==> src/hw/qdh_pkg.sv <==
// Package of constants and types for the quad DAC host interface.
package qdh_pkg;
    // ------------------------------------------------------------------
    // Widths and field positions
    // ------------------------------------------------------------------
    localparam int CODE_W = 12;
    localparam int BUS_W = 16;
    localparam int BYTE_W = 8;
    localparam int ADDR_W = 16;
    localparam int NUM_DAC = 4;
    localparam int CHAN_W = 2;
    localparam int SEL_LSB = 0;
    localparam int BASE_LSB = 4;
    localparam int LEFT_LSB = 4;
    localparam int HIGH_NIB_W = 4;
    localparam logic [11:0] BASE_ADDR = 12'h0c0;
    localparam logic [3:0] SEL_RST = 4'hf;
    localparam logic [11:0] CODE_RST = 12'h000;
    localparam logic [1:0] SAR_CHAN = 2'h0;
    // ------------------------------------------------------------------
    // Timing, at a 4 ns clock
    // ------------------------------------------------------------------
    localparam int CLK_PS = 4000;
    localparam int SEL_PULSE_NS = 400;
    localparam int SEL_PULSE_CYC = (SEL_PULSE_NS * 1000 + CLK_PS - 1) / CLK_PS;
    localparam int SETTLE_US = 15;
    localparam int SETTLE_CYC = (SETTLE_US * 1000000 + CLK_PS - 1) / CLK_PS;
    localparam int CNT_W = 13;
    typedef enum logic [2:0] {
        QDH_IDLE, QDH_STROBE, QDH_SETTLE, QDH_DECIDE, QDH_DONE
    } qdh_state_e;
endpackage : qdh_pkg

==> src/hw/qdh_decode.sv <==
// Address and strobe decoder that produces the per-channel select requests.
`timescale 1ns/1ps
module qdh_decode (
    input wire logic [15:0] addr_in,
    input wire logic wr_in,
    output logic [3:0] sel_out,
    output logic match_out
);
    wire base_hit;
    assign base_hit = addr_in[15:qdh_pkg::BASE_LSB] == qdh_pkg::BASE_ADDR;
    // Only a write to the base block may raise any select.
    assign match_out = base_hit;
    assign sel_out = (wr_in && base_hit) ? addr_in[3:qdh_pkg::SEL_LSB] : 4'h0;
endmodule : qdh_decode

==> src/hw/qdh_host.sv <==
// Host controller that loads four DAC channels and runs a software-style SAR conversion.
//
// Function
// - One address bit selects each DAC.
// - Bus selects only with write and base match.
// - Several selects share one bus word.
// - Select bits start at word address.
// - Sixteen-bit word, left or right justified.
// - Byte mode latches first byte, joins second.
// - Data drive only while addressed or during a trial strobe.
// - Byte mode loads on second byte write.
// - One channel is SAR trial source.
// - Each trial settles before comparator sample.
`timescale 1ns/1ps
module qdh_host (
    input wire logic ref_clk_in,
    input wire logic rst_b_in,
    input wire logic [15:0] addr_in,
    input wire logic [15:0] data_in,
    input wire logic wr_in,
    input wire logic byte_mode_in,
    input wire logic left_just_in,
    input wire logic conv_start_in,
    input wire logic comp_high_in,
    output logic dac_one_select_n_out,
    output logic dac_two_select_n_out,
    output logic dac_three_select_n_out,
    output logic dac_four_select_n_out,
    output logic [11:0] dac_data_out,
    output logic dac_data_oe_out,
    output logic busy_out,
    output logic done_out,
    output logic [11:0] result_out
);
    // ------------------------------------------------------------------
    // Helpers
    // ------------------------------------------------------------------
    // Comparator high means the trial code lies above the unknown input, so the
    // bit under test is dropped; otherwise it stays set.
    function automatic logic [11:0] kept_trial(
        input logic [11:0] code,
        input logic [11:0] mask,
        input logic over
    );
        return over ? (code & ~mask) : code;
    endfunction : kept_trial
    // One-hot select for a channel number, bit 0 being the first DAC.
    function automatic logic [3:0] chan_bit(input logic [1:0] chan);
        return 4'h1 << chan;
    endfunction : chan_bit
    // ------------------------------------------------------------------
    // Pin synchronisers
    // ------------------------------------------------------------------
    // The comparator and the start pin are not timed to this clock, so each
    // passes two flip-flops before any logic reads it. The start edge is taken
    // from the synchronised level; a slow or bouncing rise starts at most one
    // conversion, because a start that arrives while busy is ignored.
    logic comp_meta;
    logic comp_sync;
    logic start_meta;
    logic start_sync;
    logic start_prev;
    always_ff @(posedge ref_clk_in or negedge rst_b_in) begin
        if (!rst_b_in) begin
            comp_meta <= 1'b0;
            comp_sync <= 1'b0;
            start_meta <= 1'b0;
            start_sync <= 1'b0;
            start_prev <= 1'b0;
        end else begin
            comp_meta <= comp_high_in;
            comp_sync <= comp_meta;
            start_meta <= conv_start_in;
            start_sync <= start_meta;
            start_prev <= start_sync;
        end
    end
    wire start_rise;
    assign start_rise = start_sync && !start_prev;
    // ------------------------------------------------------------------
    // Host bus decode and data placement
    // ------------------------------------------------------------------
    logic [3:0] bus_sel;
    logic bus_match;
    logic [11:0] bus_code;
    logic byte_phase;
    wire wr_rise;
    wire wr_end;
    logic wr_prev;
    logic hit_prev;
    // Address bit 0 is the lowest word-address bit, so every DAC has a word
    // address of its own and several bits set load several DACs at once.
    qdh_decode u_decode (
        .addr_in(addr_in),
        .wr_in(wr_in),
        .sel_out(bus_sel),
        .match_out(bus_match)
    );
    // The first byte of a pair only fills the holding latch, no select fires.
    wire first_byte;
    assign first_byte = byte_mode_in && wr_rise && bus_match && !byte_phase;
    qdh_pack u_pack (
        .ref_clk_in(ref_clk_in),
        .rst_b_in(rst_b_in),
        .data_in(data_in),
        .byte_mode_in(byte_mode_in),
        .left_just_in(left_just_in),
        .first_byte_in(first_byte),
        .code_out(bus_code)
    );
    assign wr_rise = wr_in && !wr_prev;
    // A write ends one edge after the strobe drops, judged by the match seen
    // while it was still high, so a host that clears the address together with
    // the strobe still advances the byte phase.
    assign wr_end = hit_prev && !wr_in;
    // The byte phase flips when a matching write ends, so the select of the
    // second byte stands for the whole strobe; a select of one clock would be
    // far below the latch pulse width.
    always_ff @(posedge ref_clk_in or negedge rst_b_in) begin
        if (!rst_b_in) begin
            wr_prev <= 1'b0;
            hit_prev <= 1'b0;
            byte_phase <= 1'b0;
        end else begin
            wr_prev <= wr_in;
            hit_prev <= wr_in && bus_match;
            if (!byte_mode_in) begin
                byte_phase <= 1'b0;
            end else if (wr_end) begin
                byte_phase <= !byte_phase;
            end
        end
    end
    // SAR owns its channel during strobe and settle; the bus may still drive the other three during settle.
    wire [3:0] bus_sel_ok;
    wire bus_load;
    assign bus_sel_ok = (byte_mode_in && !byte_phase) ? 4'h0 : bus_sel;
    assign bus_load = |bus_sel_ok;
    // ------------------------------------------------------------------
    // Successive approximation sequencer
    // ------------------------------------------------------------------
    // Each bit costs the strobe count, then the settle count, then one decide
    // cycle. The settle count is the one to shorten when the comparator and its
    // clamp settle faster; the strobe count only has to cover the latch pulse.
    qdh_pkg::qdh_state_e state;
    qdh_pkg::qdh_state_e next_state;
    logic [11:0] trial;
    logic [11:0] bit_mask;
    logic [12:0] wait_cnt;
    logic [12:0] next_wait_cnt;
    logic [11:0] next_trial;
    logic [11:0] next_bit_mask;
    wire sar_active;
    assign sar_active = (state == qdh_pkg::QDH_STROBE) || (state == qdh_pkg::QDH_SETTLE);
    always_comb begin
        next_state = state;
        next_trial = trial;
        next_bit_mask = bit_mask;
        next_wait_cnt = wait_cnt;
        case (state)
            qdh_pkg::QDH_IDLE: begin
                if (start_rise) begin
                    next_state = qdh_pkg::QDH_STROBE;
                    next_bit_mask = 12'h800;
                    next_trial = 12'h800;
                    next_wait_cnt = 13'(qdh_pkg::SEL_PULSE_CYC);
                end
            end
            qdh_pkg::QDH_STROBE: begin
                if (wait_cnt == 13'h0001) begin
                    next_state = qdh_pkg::QDH_SETTLE;
                    next_wait_cnt = 13'(qdh_pkg::SETTLE_CYC);
                end else begin
                    next_wait_cnt = wait_cnt - 13'h0001;
                end
            end
            qdh_pkg::QDH_SETTLE: begin
                if (wait_cnt == 13'h0001) begin
                    next_state = qdh_pkg::QDH_DECIDE;
                end else begin
                    next_wait_cnt = wait_cnt - 13'h0001;
                end
            end
            qdh_pkg::QDH_DECIDE: begin
                next_trial = kept_trial(trial, bit_mask, comp_sync);
                next_bit_mask = bit_mask >> 1;
                if (bit_mask == 12'h001) begin
                    next_state = qdh_pkg::QDH_DONE;
                end else begin
                    // The next lower bit becomes the fresh trial.
                    next_state = qdh_pkg::QDH_STROBE;
                    next_trial = kept_trial(trial, bit_mask, comp_sync) | (bit_mask >> 1);
                    next_wait_cnt = 13'(qdh_pkg::SEL_PULSE_CYC);
                end
            end
            qdh_pkg::QDH_DONE: begin
                next_state = qdh_pkg::QDH_IDLE;
            end
            default: begin
                next_state = qdh_pkg::QDH_IDLE;
            end
        endcase
    end
    always_ff @(posedge ref_clk_in or negedge rst_b_in) begin
        if (!rst_b_in) begin
            state <= qdh_pkg::QDH_IDLE;
            trial <= qdh_pkg::CODE_RST;
            bit_mask <= qdh_pkg::CODE_RST;
            wait_cnt <= 13'h0000;
        end else begin
            state <= next_state;
            trial <= next_trial;
            bit_mask <= next_bit_mask;
            wait_cnt <= next_wait_cnt;
        end
    end
    // ------------------------------------------------------------------
    // Pin outputs, all registered
    // ------------------------------------------------------------------
    // The trial strobe holds the select low only for the pulse width, so the
    // latch is closed again while the comparator settles.
    wire sar_strobe;
    wire [3:0] sar_sel;
    wire [3:0] bus_sel_free;
    wire [3:0] next_sel;
    wire [11:0] next_data;
    wire next_oe;
    assign sar_strobe = state == qdh_pkg::QDH_STROBE;
    assign sar_sel = sar_strobe ? chan_bit(qdh_pkg::SAR_CHAN) : 4'h0;
    assign bus_sel_free = sar_active ? (bus_sel_ok & ~chan_bit(qdh_pkg::SAR_CHAN)) : bus_sel_ok;
    // Bus loads that collide with a trial strobe are dropped to keep one data word.
    assign next_sel = sar_strobe ? sar_sel : bus_sel_free;
    assign next_data = sar_strobe ? trial : bus_code;
    // A select low always comes with the buffer on, so an open latch never
    // takes the pull-up level; the data word is held while the buffer is off.
    assign next_oe = sar_strobe || (bus_load && bus_match);
    always_ff @(posedge ref_clk_in or negedge rst_b_in) begin
        if (!rst_b_in) begin
            dac_one_select_n_out <= 1'b1;
            dac_two_select_n_out <= 1'b1;
            dac_three_select_n_out <= 1'b1;
            dac_four_select_n_out <= 1'b1;
            dac_data_out <= qdh_pkg::CODE_RST;
            dac_data_oe_out <= 1'b0;
        end else begin
            dac_one_select_n_out <= !next_sel[0];
            dac_two_select_n_out <= !next_sel[1];
            dac_three_select_n_out <= !next_sel[2];
            dac_four_select_n_out <= !next_sel[3];
            dac_data_out <= next_oe ? next_data : dac_data_out;
            dac_data_oe_out <= next_oe;
        end
    end
    always_ff @(posedge ref_clk_in or negedge rst_b_in) begin
        if (!rst_b_in) begin
            busy_out <= 1'b0;
            done_out <= 1'b0;
            result_out <= qdh_pkg::CODE_RST;
        end else begin
            // Taken from the next state so that busy and done line up with the
            // state register instead of trailing it by a clock.
            busy_out <= next_state != qdh_pkg::QDH_IDLE;
            done_out <= next_state == qdh_pkg::QDH_DONE;
            if (next_state == qdh_pkg::QDH_DONE) begin
                result_out <= next_trial;
            end
        end
    end
endmodule : qdh_host

==> src/hw/qdh_pack.sv <==
// Data placement from a 16-bit word or two successive bytes into a 12-bit code.
`timescale 1ns/1ps
module qdh_pack (
    input wire logic ref_clk_in,
    input wire logic rst_b_in,
    input wire logic [15:0] data_in,
    input wire logic byte_mode_in,
    input wire logic left_just_in,
    input wire logic first_byte_in,
    output logic [11:0] code_out
);
    logic [7:0] low_byte;
    wire [11:0] word_code;
    wire [11:0] byte_code;
    always_ff @(posedge ref_clk_in or negedge rst_b_in) begin
        if (!rst_b_in) begin
            low_byte <= 8'h00;
        end else if (first_byte_in) begin
            low_byte <= data_in[7:0];
        end
    end
    assign word_code = left_just_in ? data_in[15:qdh_pkg::LEFT_LSB] : data_in[11:0];
    assign byte_code = {data_in[3:0], low_byte};
    assign code_out = byte_mode_in ? byte_code : word_code;
endmodule : qdh_pack

==> config.mk <==
export PLATFORM = sky130hd
export DESIGN_NAME = qdh_host
export DESIGN_NICKNAME = d
export VERILOG_FILES = /design/src/hw/qdh_pkg.sv /design/src/hw/qdh_decode.sv /design/src/hw/qdh_host.sv /design/src/hw/qdh_pack.sv
export SDC_FILE = /design/constraint.sdc
export NUM_CORES = 1
export LEC_CHECK = 0
export BUFFER_PORTS_ARGS = -buffer_cell sky130_fd_sc_hd__buf_2
export CAP_MARGIN = 30
export CORE_UTILIZATION = 60
export CTS_CLUSTER_SIZE = 28
export DETAILED_ROUTE_END_ITERATION = 10
export PLACE_DENSITY = 0.85
export SYNTH_ARGS = -nofsm -noshare
export SYNTH_HDL_FRONTEND = slang
export SYNTH_SLANG_ARGS = --single-unit
==> constraint.sdc <==
create_clock -name ref_clk_in -period 3.65 [get_ports ref_clk_in]
set_input_delay 0.365 -clock ref_clk_in [delete_from_list [all_inputs] [get_ports ref_clk_in]]
set_output_delay 0.365 -clock ref_clk_in [all_outputs]
set_load 0.02 [all_outputs]
==> results of run 1 <==
==> placed cells by master (no fill, tap or decap), types with 10 or more instances in the layout <==
| cell type | n |
|---|---|
| clkbuf_8 | 10 |
| mux2i_1 | 13 |
| nor2_1 | 39 |
| o21ai_0 | 14 |
| buf_2 | 68 |
| nand2_1 | 55 |
| mux2_2 | 21 |
| a221o_1 | 13 |
| dfrtp_1 | 83 |
| a21oi_1 | 40 |
==> registers in the layout, summed over array words and instances (netlist names), 3 cells and up <==
| signal | cells |
|---|---|
| bit_mask | 12 |
| dac_data_out | 12 |
| result_out | 12 |
| state | 3 |
| trial | 12 |
| u_pack.low_byte | 8 |
| wait_cnt | 13 |
==> worst max-delay path: stages, from the launching register on <==
cell and delay (ps):
dfrtp_1 510, nand2_1 160, nor2_1 680, nand2b_1 160, inv_1 420, mux2_2 390
==> layout make-up <==
class                           instances  area (um2)
Clock buffer                           10         138
Multi-Input combinational cell        270        1690
Sequential cell                        87        2180
Timing Repair Buffer                   73         400
Clock inverter                          6        67.6
Tap cell                               77        96.3
Fill cell                             455        1790
Inverter                                8        30.0
==> stage by stage <==
step / instances / setup slack (ps)
after floorplan: 386 / 1670
after global placement: 512 / 1400
after detailed placement: 513 / 1230
after CTS: 530 / 1210
after global routing: 531 / 1010
final: 531 / 1220
==> layer usage <==
metal / part of all wire / wire length, um
met1: 0.44 / 3920
met2: 0.47 / 4230
met3: 0.077 / 697
met4: 0.018 / 163
met5: 0 / 0
==> power by group through the flow <==
| stage | sequential (mW) | combinational (mW) | clock, mW |
|---|---|---|---|
| 2_1_floorplan | 1.20 | 0.478 | 0 |
| 3_3_place_gp | 1.21 | 0.630 | 0 |
| 3_5_place_dp | 1.22 | 0.652 | 0 |
| 4_1_cts | 1.20 | 0.655 | 0.690 |
| 5_1_grt | 1.22 | 0.744 | 0.725 |
| 6_report | 1.20 | 0.671 | 0.683 |
==> synth_stat cells (2+ instances only) <==
| master | instances |
|---|---|
| a211o_1 | 2 |
| a21o_1 | 3 |
| a21oi_1 | 40 |
| a221o_1 | 13 |
| a31oi_1 | 4 |
| and2_1 | 2 |
| and4_1 | 2 |
| buf_1 | 2 |
| buf_2 | 5 |
| buf_6 | 2 |
| clkbuf_1 | 12 |
| dfrtp_1 | 83 |
| dfstp_2 | 4 |
| ha_1 | 2 |
| inv_1 | 8 |
| mux2_2 | 21 |
| mux2i_1 | 13 |
| nand2_1 | 55 |
| nand2b_1 | 3 |
| nand3_1 | 6 |
| nand3b_1 | 2 |
| nor2_1 | 39 |
| nor2b_1 | 4 |
| nor3_1 | 7 |
| nor4_1 | 4 |
| nor4b_1 | 2 |
| o211ai_1 | 2 |
| o21a_1 | 2 |
| o21ai_0 | 14 |
| o22a_1 | 3 |
| o311a_1 | 2 |
| or3_1 | 2 |
| or4b_1 | 2 |
==> repair_timing <==
item                                    4_1_cts  5_1_grt
setup buffers                                 0        0
endpoints found under the hold margin        37        0
resized for setup                             0        0
endpoints found under the setup margin        0        0
hold buffers                                  1        0
==> cell families after synthesis <==
kind of cell             synth area share
multiplexers                       0.0917
buffers and inverters              0.0325
AND/OR/NAND/NOR                     0.168
AO/OA/AOI/OAI                       0.153
XOR/XNOR                          0.00219
adder cells (fa/ha/maj)           0.00626
flip-flops                          0.546
==> worst paths after layout <==
path,from,to,slack (ps),cells past startpoint
worst max-delay path,state[1]$_DFF_PN0_,result_out[10]$_DFFE_PN0N_,1220,5
worst min-delay path,conv_start_in,start_meta$_DFF_PN0_,120,1
worst max register to register,state[1]$_DFF_PN0_,result_out[10]$_DFFE_PN0N_,1220,5
worst min register to register,comp_meta$_DFF_PN0_,comp_sync$_DFF_PN0_,360,0
max in group asynchronous,rst_b_in,dac_one_select_n_out$_DFF_PN1_,2480,3
min in group asynchronous,rst_b_in,u_pack.low_byte[4]$_DFFE_PN0P_,500,2
==> impl_metrics.tcl, run 1 <==
set metrics [dict create \
    final_util 0.720 \
    leakagePower_nw 2.38 \
    grt_pass1_wl_um 15300 \
    ys_async_sr_fraction 1.00 \
    postRouteAntennaNets 0 \
    peakVddDrop_v 0.000315 \
    worstMarginPinSlew_ps 855 \
    drt_iter0_drc 252 \
    synth_area_leaders "dfrtp_1 52%, mux2_2 5.9%, nand2_1 5.2%" \
    grt_pass1_vias 3217 \
    status "completed" \
    finalHoldWorstSlack_ps 116 \
    rsz0062_at_grt "no" \
    pwr-share-comb 0.263 \
    syn-instance-count 386 \
    drc 0 \
    tns_ps 0 \
    drive_above_1_share 0.258 \
    pwr_density_cell_mw_per_mm2 555 \
    ys_types 52 \
    htree_levels 3 \
    first_pass_iters 5 \
    grtUsageMet3 0.0495 \
    finClkSkew_ps 13.6 \
    top_usage_layer "met2" \
    synth_flop_cell "dfrtp_1" \
    ioPinCount 70 \
    rows 29 \
    hold_viol_final 0 \
    cp-end-kind "register" \
    p_int_mw 1.70 \
    cts_buffer_depth 2 \
    grt_use_met1 0.385 \
    grt_max_degree 51 \
    clk_pin_slew_ps 80 \
    swShare 0.335 \
    synth_area_leader_cell "dfrtp_1" \
    critPathArrivalTime_ps 2680 \
    cap_violations 0 \
    start_util 0.626 \
    relSlewSlack 0.428 \
    cts_tree "yes" \
    design.die.area_mm2 0.00699 \
    antenna_found_initial 0 \
    required_ps 3900 \
    place_hpwl_um 6360 \
    worstPathMaxFanout 14 \
    io_buffers 69 \
    viasPerCell 6.25 \
    final_cell_area_mm2 0.00460 \
    seq_area_frac_synth 0.546 \
    cts.sinks 87 \
    overflow 0 \
    track_usage 0.279 \
    vias 3320 \
    postPlaceCellArea_mm2 0.00438 \
    avgSynthCellArea_um2 10.4 \
    p_switching_uw 857 \
    fp.dieW_um 83.6 \
    finalCriticalPeriod_ps 2430 \
    synth_warnings 0 \
    ys_ff_latch 87 \
    period_share 0.665 \
    synth-edff-count 0 \
    wl_um 9000 \
    setup_viol 0 \
    seqPwrFrac 0.470 \
    hold_path_class "in -> reg" \
    n_antenna_cell 0 \
    final_max_slew_viol_count 0 \
    syn_area_mm2 0.00400 \
    yosysTopAreaCellShare 0.520 \
    post_drt_wl_per_cell_um 17.0 \
    chipHeight_um 83.6 \
    total_power_mw 2.55 \
    syn2layout_area_growth_pct 15.1 \
    clkPwrFrac 0.267 \
    path_class "reg -> reg" \
    cts-root-buf "clkbuf_8" \
    syn-num-nets 427 \
    cts_buffers 9 \
    grt_util_met2 0.447 \
    place.gp.congestion 0.895 \
    worstSetupStartpointType "register" \
    clock_latency_ps 360 \
    core-area_mm2 0.00639 \
    fin_nets 490 \
    max_freq_mhz 412 \
]
Power figures use the tool's default switching activity.
==> inputs of run 2 (changes only) <==
CORE_UTILIZATION = 50   (was 60)
PLACE_DENSITY = 0.75   (was 0.85)
clock period = 2.2 ns   (was 3.65 ns; I/O delays follow)
==> run 2 against run 1 <==
  * Clock power increased by 57%
  * Non-clock buffer count increased by 24
  * Global-route usage shrank 4.0 points
  * Die area rose by 19%
  * Register-to-register slack worse by 1100 ps
  * Utilization down 9.5 points
  * Fmax rose by 15%
  * Design area grew 5.1%
  * Highest routed layer unchanged
  * Sequential share of layout area is 2.3 points lower
  * Via count is 1.5% lower
==> impl_metrics.tcl, run 2 (synthesized netlist as in run 1, its figures left out) <==
set metrics [dict create \
    final_common_cell "dfrtp_1" \
    place_hpwl_um 6690 \
    required_ps 2430 \
    place.gp.congestion 0.871 \
    grt_max_degree 53 \
    critPathLaunch "wait_cnt[1]$_DFFE_PN0P_" \
    status "completed" \
    min_to "u_pack.low_byte[4]$_DFFE_PN0P_" \
    regArea_mm2 0.00218 \
    drc 0 \
    max_freq_mhz 472 \
    leakagePower_nw 2.49 \
    clock_latency_ps 350 \
    largest_reg_flops 13 \
    start_util 0.517 \
    fin_nets 514 \
    cap_violations 0 \
    worstHoldPathCells 2 \
    io_buffers 69 \
    cts-root-buf "clkbuf_8" \
    antenna_found_initial 0 \
    post_drt_wl_per_cell_um 15.9 \
    n_antenna_cell 0 \
    chipHeight_um 91.4 \
    overflow 0 \
    fp.dieW_um 91.4 \
    multi_input_area_mm2 0.00170 \
    core-area_mm2 0.00773 \
    reg2reg_slack_ps 80 \
    grt_pass1_vias 3226 \
    cp-end-kind "register" \
    critPathArrivalTime_ps 2350 \
    ioPinCount 70 \
    wl_um 9240 \
    total_power_mw 4.38 \
    cts_tree "yes" \
    peakVddDrop_v 0.000471 \
    r2r.worst_path.cells 8 \
    clk_pin_slew_ps 90 \
    filler_cell_count 637 \
    worstPathMaxFanout 9 \
    design.die.area_mm2 0.00836 \
    first_pass_iters 4 \
    postRouteAntennaNets 0 \
    drt_iter0_drc 211 \
    worstMarginPinSlew_ps 504 \
    period_share 0.963 \
    r2r-end "wait_cnt[6]$_DFFE_PN0P_" \
    finalCriticalPeriod_ps 2120 \
    pwr_density_cell_mw_per_mm2 907 \
    largest-register "wait_cnt" \
    drive_above_1_share 0.289 \
    setup_viol 0 \
    vias 3270 \
    final_util 0.626 \
    r2r_start "wait_cnt[1]$_DFFE_PN0P_" \
    worstHoldStart "data_in[4]" \
    hold_viol_final 0 \
    rows 32 \
    cts_buffers 9 \
    finClkSkew_ps 9.94 \
    path_class "reg -> reg" \
    hold_path_class "in -> reg" \
    viasPerCell 5.64 \
    cts_buffer_depth 2 \
    cts.sinks 87 \
    worstSetupStartpointType "register" \
    track_usage 0.239 \
    final_max_slew_viol_count 0 \
    grt_pass1_wl_um 15600 \
    syn2layout_area_growth_pct 20.9 \
    final_cell_mix "83 x dfrtp_1, 68 x buf_2, 55 x nand2_1" \
    htree_levels 3 \
    relSlewSlack 0.663 \
]
## run 2: layout make-up
| cell class | instances | area share |
|---|---|---|
| clock buffers | 11 | 0.0313 |
| clock inverters | 5 | 0.00828 |
| inverters | 8 | 0.00621 |
| multi-input cells | 270 | 0.352 |
| flip-flops and latches | 87 | 0.451 |
| well taps | 102 | 0.0264 |
| repair buffers | 97 | 0.124 |
## run 2: critical path, stage by stage (launching register included)
cell       delay (ps)
dfrtp_1           390
inv_1             100
ha_1              180
or4b_4            480
nor4_4            190
a2111o_1          230
buf_12            130
a2bb2oi_1          60
a211o_1           240
## run 2: where the power goes
| group | internal [mW] | leakage [nW] | switching (mW) |
|---|---|---|---|
| Sequential | 1.79 | 1.14 | 0.158 |
| Clock | 0.482 | 0.0939 | 0.586 |
| Combinational | 0.626 | 1.26 | 0.742 |
| Total | 2.90 | 2.49 | 1.49 |
## run 2: metrics by stage
| step | setup TNS (ps) | area [um2] | hold slack (ps) | setup slack [ps] | std cells |
|---|---|---|---|---|---|
| 5_1_grt | -11.4 | 4830 | 118 | -6.66 | 580 |
| 6_report | 0 | 4830 | 127 | 82.2 | 580 |
| 3_3_place_gp | 0 | 4540 | 216 | 80.1 | 556 |
| 2_1_floorplan | 0 | 4000 | -75.6 | 217 | 386 |
| 4_1_cts | 0 | 4800 | 113 | 0.730 | 579 |
| 3_5_place_dp | 0 | 4540 | 218 | 18.6 | 556 |
## run 2: what timing repair did
item	in CTS	in global routing
endpoints found under the setup margin	0	13
endpoints found under the hold margin	41	0
resized for setup	0	4
buffers inserted	0	1
hold buffers	7	0
## run 2: worst max-delay path by stage
stage	end	cells past startpoint
2_1_floorplan	wait_cnt[3]$_DFFE_PN0P_	9
3_3_place_gp	wait_cnt[5]$_DFFE_PN0P_	7
3_5_place_dp	wait_cnt[5]$_DFFE_PN0P_	7
4_1_cts	wait_cnt[5]$_DFFE_PN0P_	7
5_1_grt	wait_cnt[5]$_DFFE_PN0P_	8
6_report	wait_cnt[6]$_DFFE_PN0P_	8
## run 2: metal layers
| metal | global-route usage | wire length, um | up-vias |
|---|---|---|---|
| met5 | 0 | 0 | - |
| met4 | 0.0675 | 59 | 0 |
| met3 | 0.0486 | 523 | 5 |
| met2 | 0.365 | 4180 | 98 |
| met1 | 0.345 | 4490 | 1599 |
| li1 | - | - | 1568 |
==> inputs of run 3 (changes only) <==
CORE_MARGIN = 8   (was unset)
==> run 3 against run 2 <==
  * Global-route usage is 6.6 points lower
  * Power grew 0.13%
  * Sequential power barely moved
  * Clock skew up 4.7 ps
  * First-iteration DRC count shrank 15%
  * Critical endpoint is now wait_cnt[0]$_DFFE_PN0P_
==> impl_metrics.tcl, run 3 (synthesized netlist as in run 1, its figures left out) <==
set metrics [dict create \
    leakagePower_nw 2.50 \
    peakVddDrop_v 0.000471 \
    drc 0 \
    crit_family "simple AND/OR/NAND/NOR gates" \
    path_class "reg -> reg" \
    clock_latency_ps 360 \
    max_stage_delay_ps 460 \
    largest_reg_flops 13 \
    vias 3248 \
    fin_nets 513 \
    setup_viol 0 \
    cts_buffers 9 \
    design.die.area_mm2 0.0111 \
    rows 32 \
    preCtsSetupSlack_ps -22.3 \
    setup_slack_ps 24.7 \
    required_ps 2490 \
    status "completed" \
    final_common_cell "dfrtp_1" \
    r2r-end "wait_cnt[0]$_DFFE_PN0P_" \
    wl_um 9410 \
    viasPerCell 5.61 \
    r2r.worst_path.cells 8 \
    slowest_stage "or4b_4" \
    cts-root-buf "clkbuf_8" \
    syn2layout_area_growth_pct 21.4 \
    worstHoldStart "data_in[3]" \
    relSlewSlack 0.678 \
    worstMarginPinSlew_ps 480 \
    ioPinCount 70 \
    path_buf_inv 2 \
    critPathArrivalTime_ps 2460 \
    worstSetupStartpointType "register" \
    post_drt_wl_per_cell_um 16.2 \
    finalCriticalPeriod_ps 2180 \
    total_power_mw 4.39 \
    r2r_start "wait_cnt[1]$_DFFE_PN0P_" \
    hold_viol_final 0 \
    regArea_mm2 0.00218 \
    cts.sinks 87 \
    grt_pass1_vias 3187 \
    rsz0062_at_grt "yes" \
    hold_path_class "in -> reg" \
    track_usage 0.173 \
    multi_input_area_mm2 0.00172 \
    largest-register "wait_cnt" \
    postRouteAntennaNets 0 \
    period_share 0.989 \
    first_pass_iters 5 \
    io_buffers 69 \
    worstHoldPathCells 2 \
    overflow 0 \
    cp_cell_sequence "inv_2, ha_4, or4b_4, nor4_4, a2111o_1, buf_6, and2_4, mux2_4" \
    cts_tree "yes" \
    fp.dieW_um 105 \
    start_util 0.517 \
    tns_ps 0 \
    clk_pin_slew_ps 100 \
    place.gp.congestion 0.861 \
    grt_pass1_wl_um 15800 \
    final_max_slew_viol_count 0 \
    place_hpwl_um 6800 \
    antenna_found_initial 0 \
    worstPathMaxFanout 7 \
    cts_buffer_depth 2 \
    n_antenna_cell 0 \
    max_freq_mhz 460 \
    drt_iter0_drc 180 \
    reg2reg_slack_ps 20 \
    min_to "u_pack.low_byte[3]$_DFFE_PN0P_" \
    filler_cell_count 621 \
    cp-end-kind "register" \
    final_cell_mix "83 x dfrtp_1, 68 x buf_2, 54 x nand2_1" \
    pwr_density_cell_mw_per_mm2 904 \
    grt_max_degree 56 \
    htree_levels 3 \
    core-area_mm2 0.00773 \
    drive_above_1_share 0.294 \
    finClkSkew_ps 14.6 \
    chipHeight_um 105 \
    cap_violations 0 \
]
==> run 3: changes by cell type in the layout (fill, tap and decap cells not counted), sizes merged <==
cell | before | now
clkinvlp | 2 | 1
buf | 90 | 89
inv | 10 | 12
clkinv | 1 | 0
==> run 3: how the worst max path moves through the flow <==
stage / cells after the start / endpoint / startpoint / slack, ps
floorplan: 9 / wait_cnt[3]$_DFFE_PN0P_ / wait_cnt[1]$_DFFE_PN0P_ / 220
global placement: 7 / wait_cnt[7]$_DFFE_PN0P_ / wait_cnt[1]$_DFFE_PN0P_ / 50
detailed placement: 7 / wait_cnt[7]$_DFFE_PN0P_ / wait_cnt[1]$_DFFE_PN0P_ / -20
CTS: 7 / wait_cnt[6]$_DFFE_PN0P_ / wait_cnt[1]$_DFFE_PN0P_ / 10
global route: 8 / wait_cnt[0]$_DFFE_PN0P_ / wait_cnt[1]$_DFFE_PN0P_ / -80
finish: 8 / wait_cnt[0]$_DFFE_PN0P_ / wait_cnt[1]$_DFFE_PN0P_ / 20
==> run 3: layout make-up <==
class,count,share of cell area
Inverter,8,0.00619
Timing Repair Buffer,96,0.123
Clock buffer,11,0.0312
Tap cell,102,0.0263
Clock inverter,5,0.00928
Sequential cell,87,0.449
Multi-Input combinational cell,270,0.355
==> run 3: power by group <==
part           internal (mW)  switching, mW  total [mW]
Combinational          0.607          0.704        1.31
Clock                  0.493          0.612        1.10
Sequential              1.79          0.184        1.97
==> run 3: metrics by stage <==
step           cell area (um2)   util  std cells  hold WS [ps]
5_1_grt                   4850  0.628        579           112
3_5_place_dp              4510  0.584        551           198
3_3_place_gp              4510  0.584        551           188
4_1_cts                   4790  0.620        576           108
6_report                  4850  0.628        579           119
2_1_floorplan             4000      -        386         -75.6
==> run 3: timing repair <==
item,in CTS,in global routing
hold buffers,7,0
cloned,0,0
setup endpoints to repair,7,14
pin swaps,1,4
gates resized for setup,0,10
hold endpoints to repair,38,0
setup buffers,2,3
==> run 3: worst reg2reg max path: cells and delay by family, from the launching register on <==
family / cells / cell delay [ps]
multiplexers: 1 / 160
AO/OA/AOI/OAI: 1 / 220
AND/OR/NAND/NOR: 3 / 960
flip-flops: 1 / 420
buffers and inverters: 2 / 220
adder cells (fa/ha/maj): 1 / 120
==> run 3: metal layers <==
| metal | part of all wire | global-route usage |
|---|---|---|
| met1 | 0.47 | 0.239 |
| met2 | 0.45 | 0.261 |
| met3 | 0.070 | 0.0505 |
| met4 | 0.0094 | 0.0469 |
| met5 | 0 | 0 |
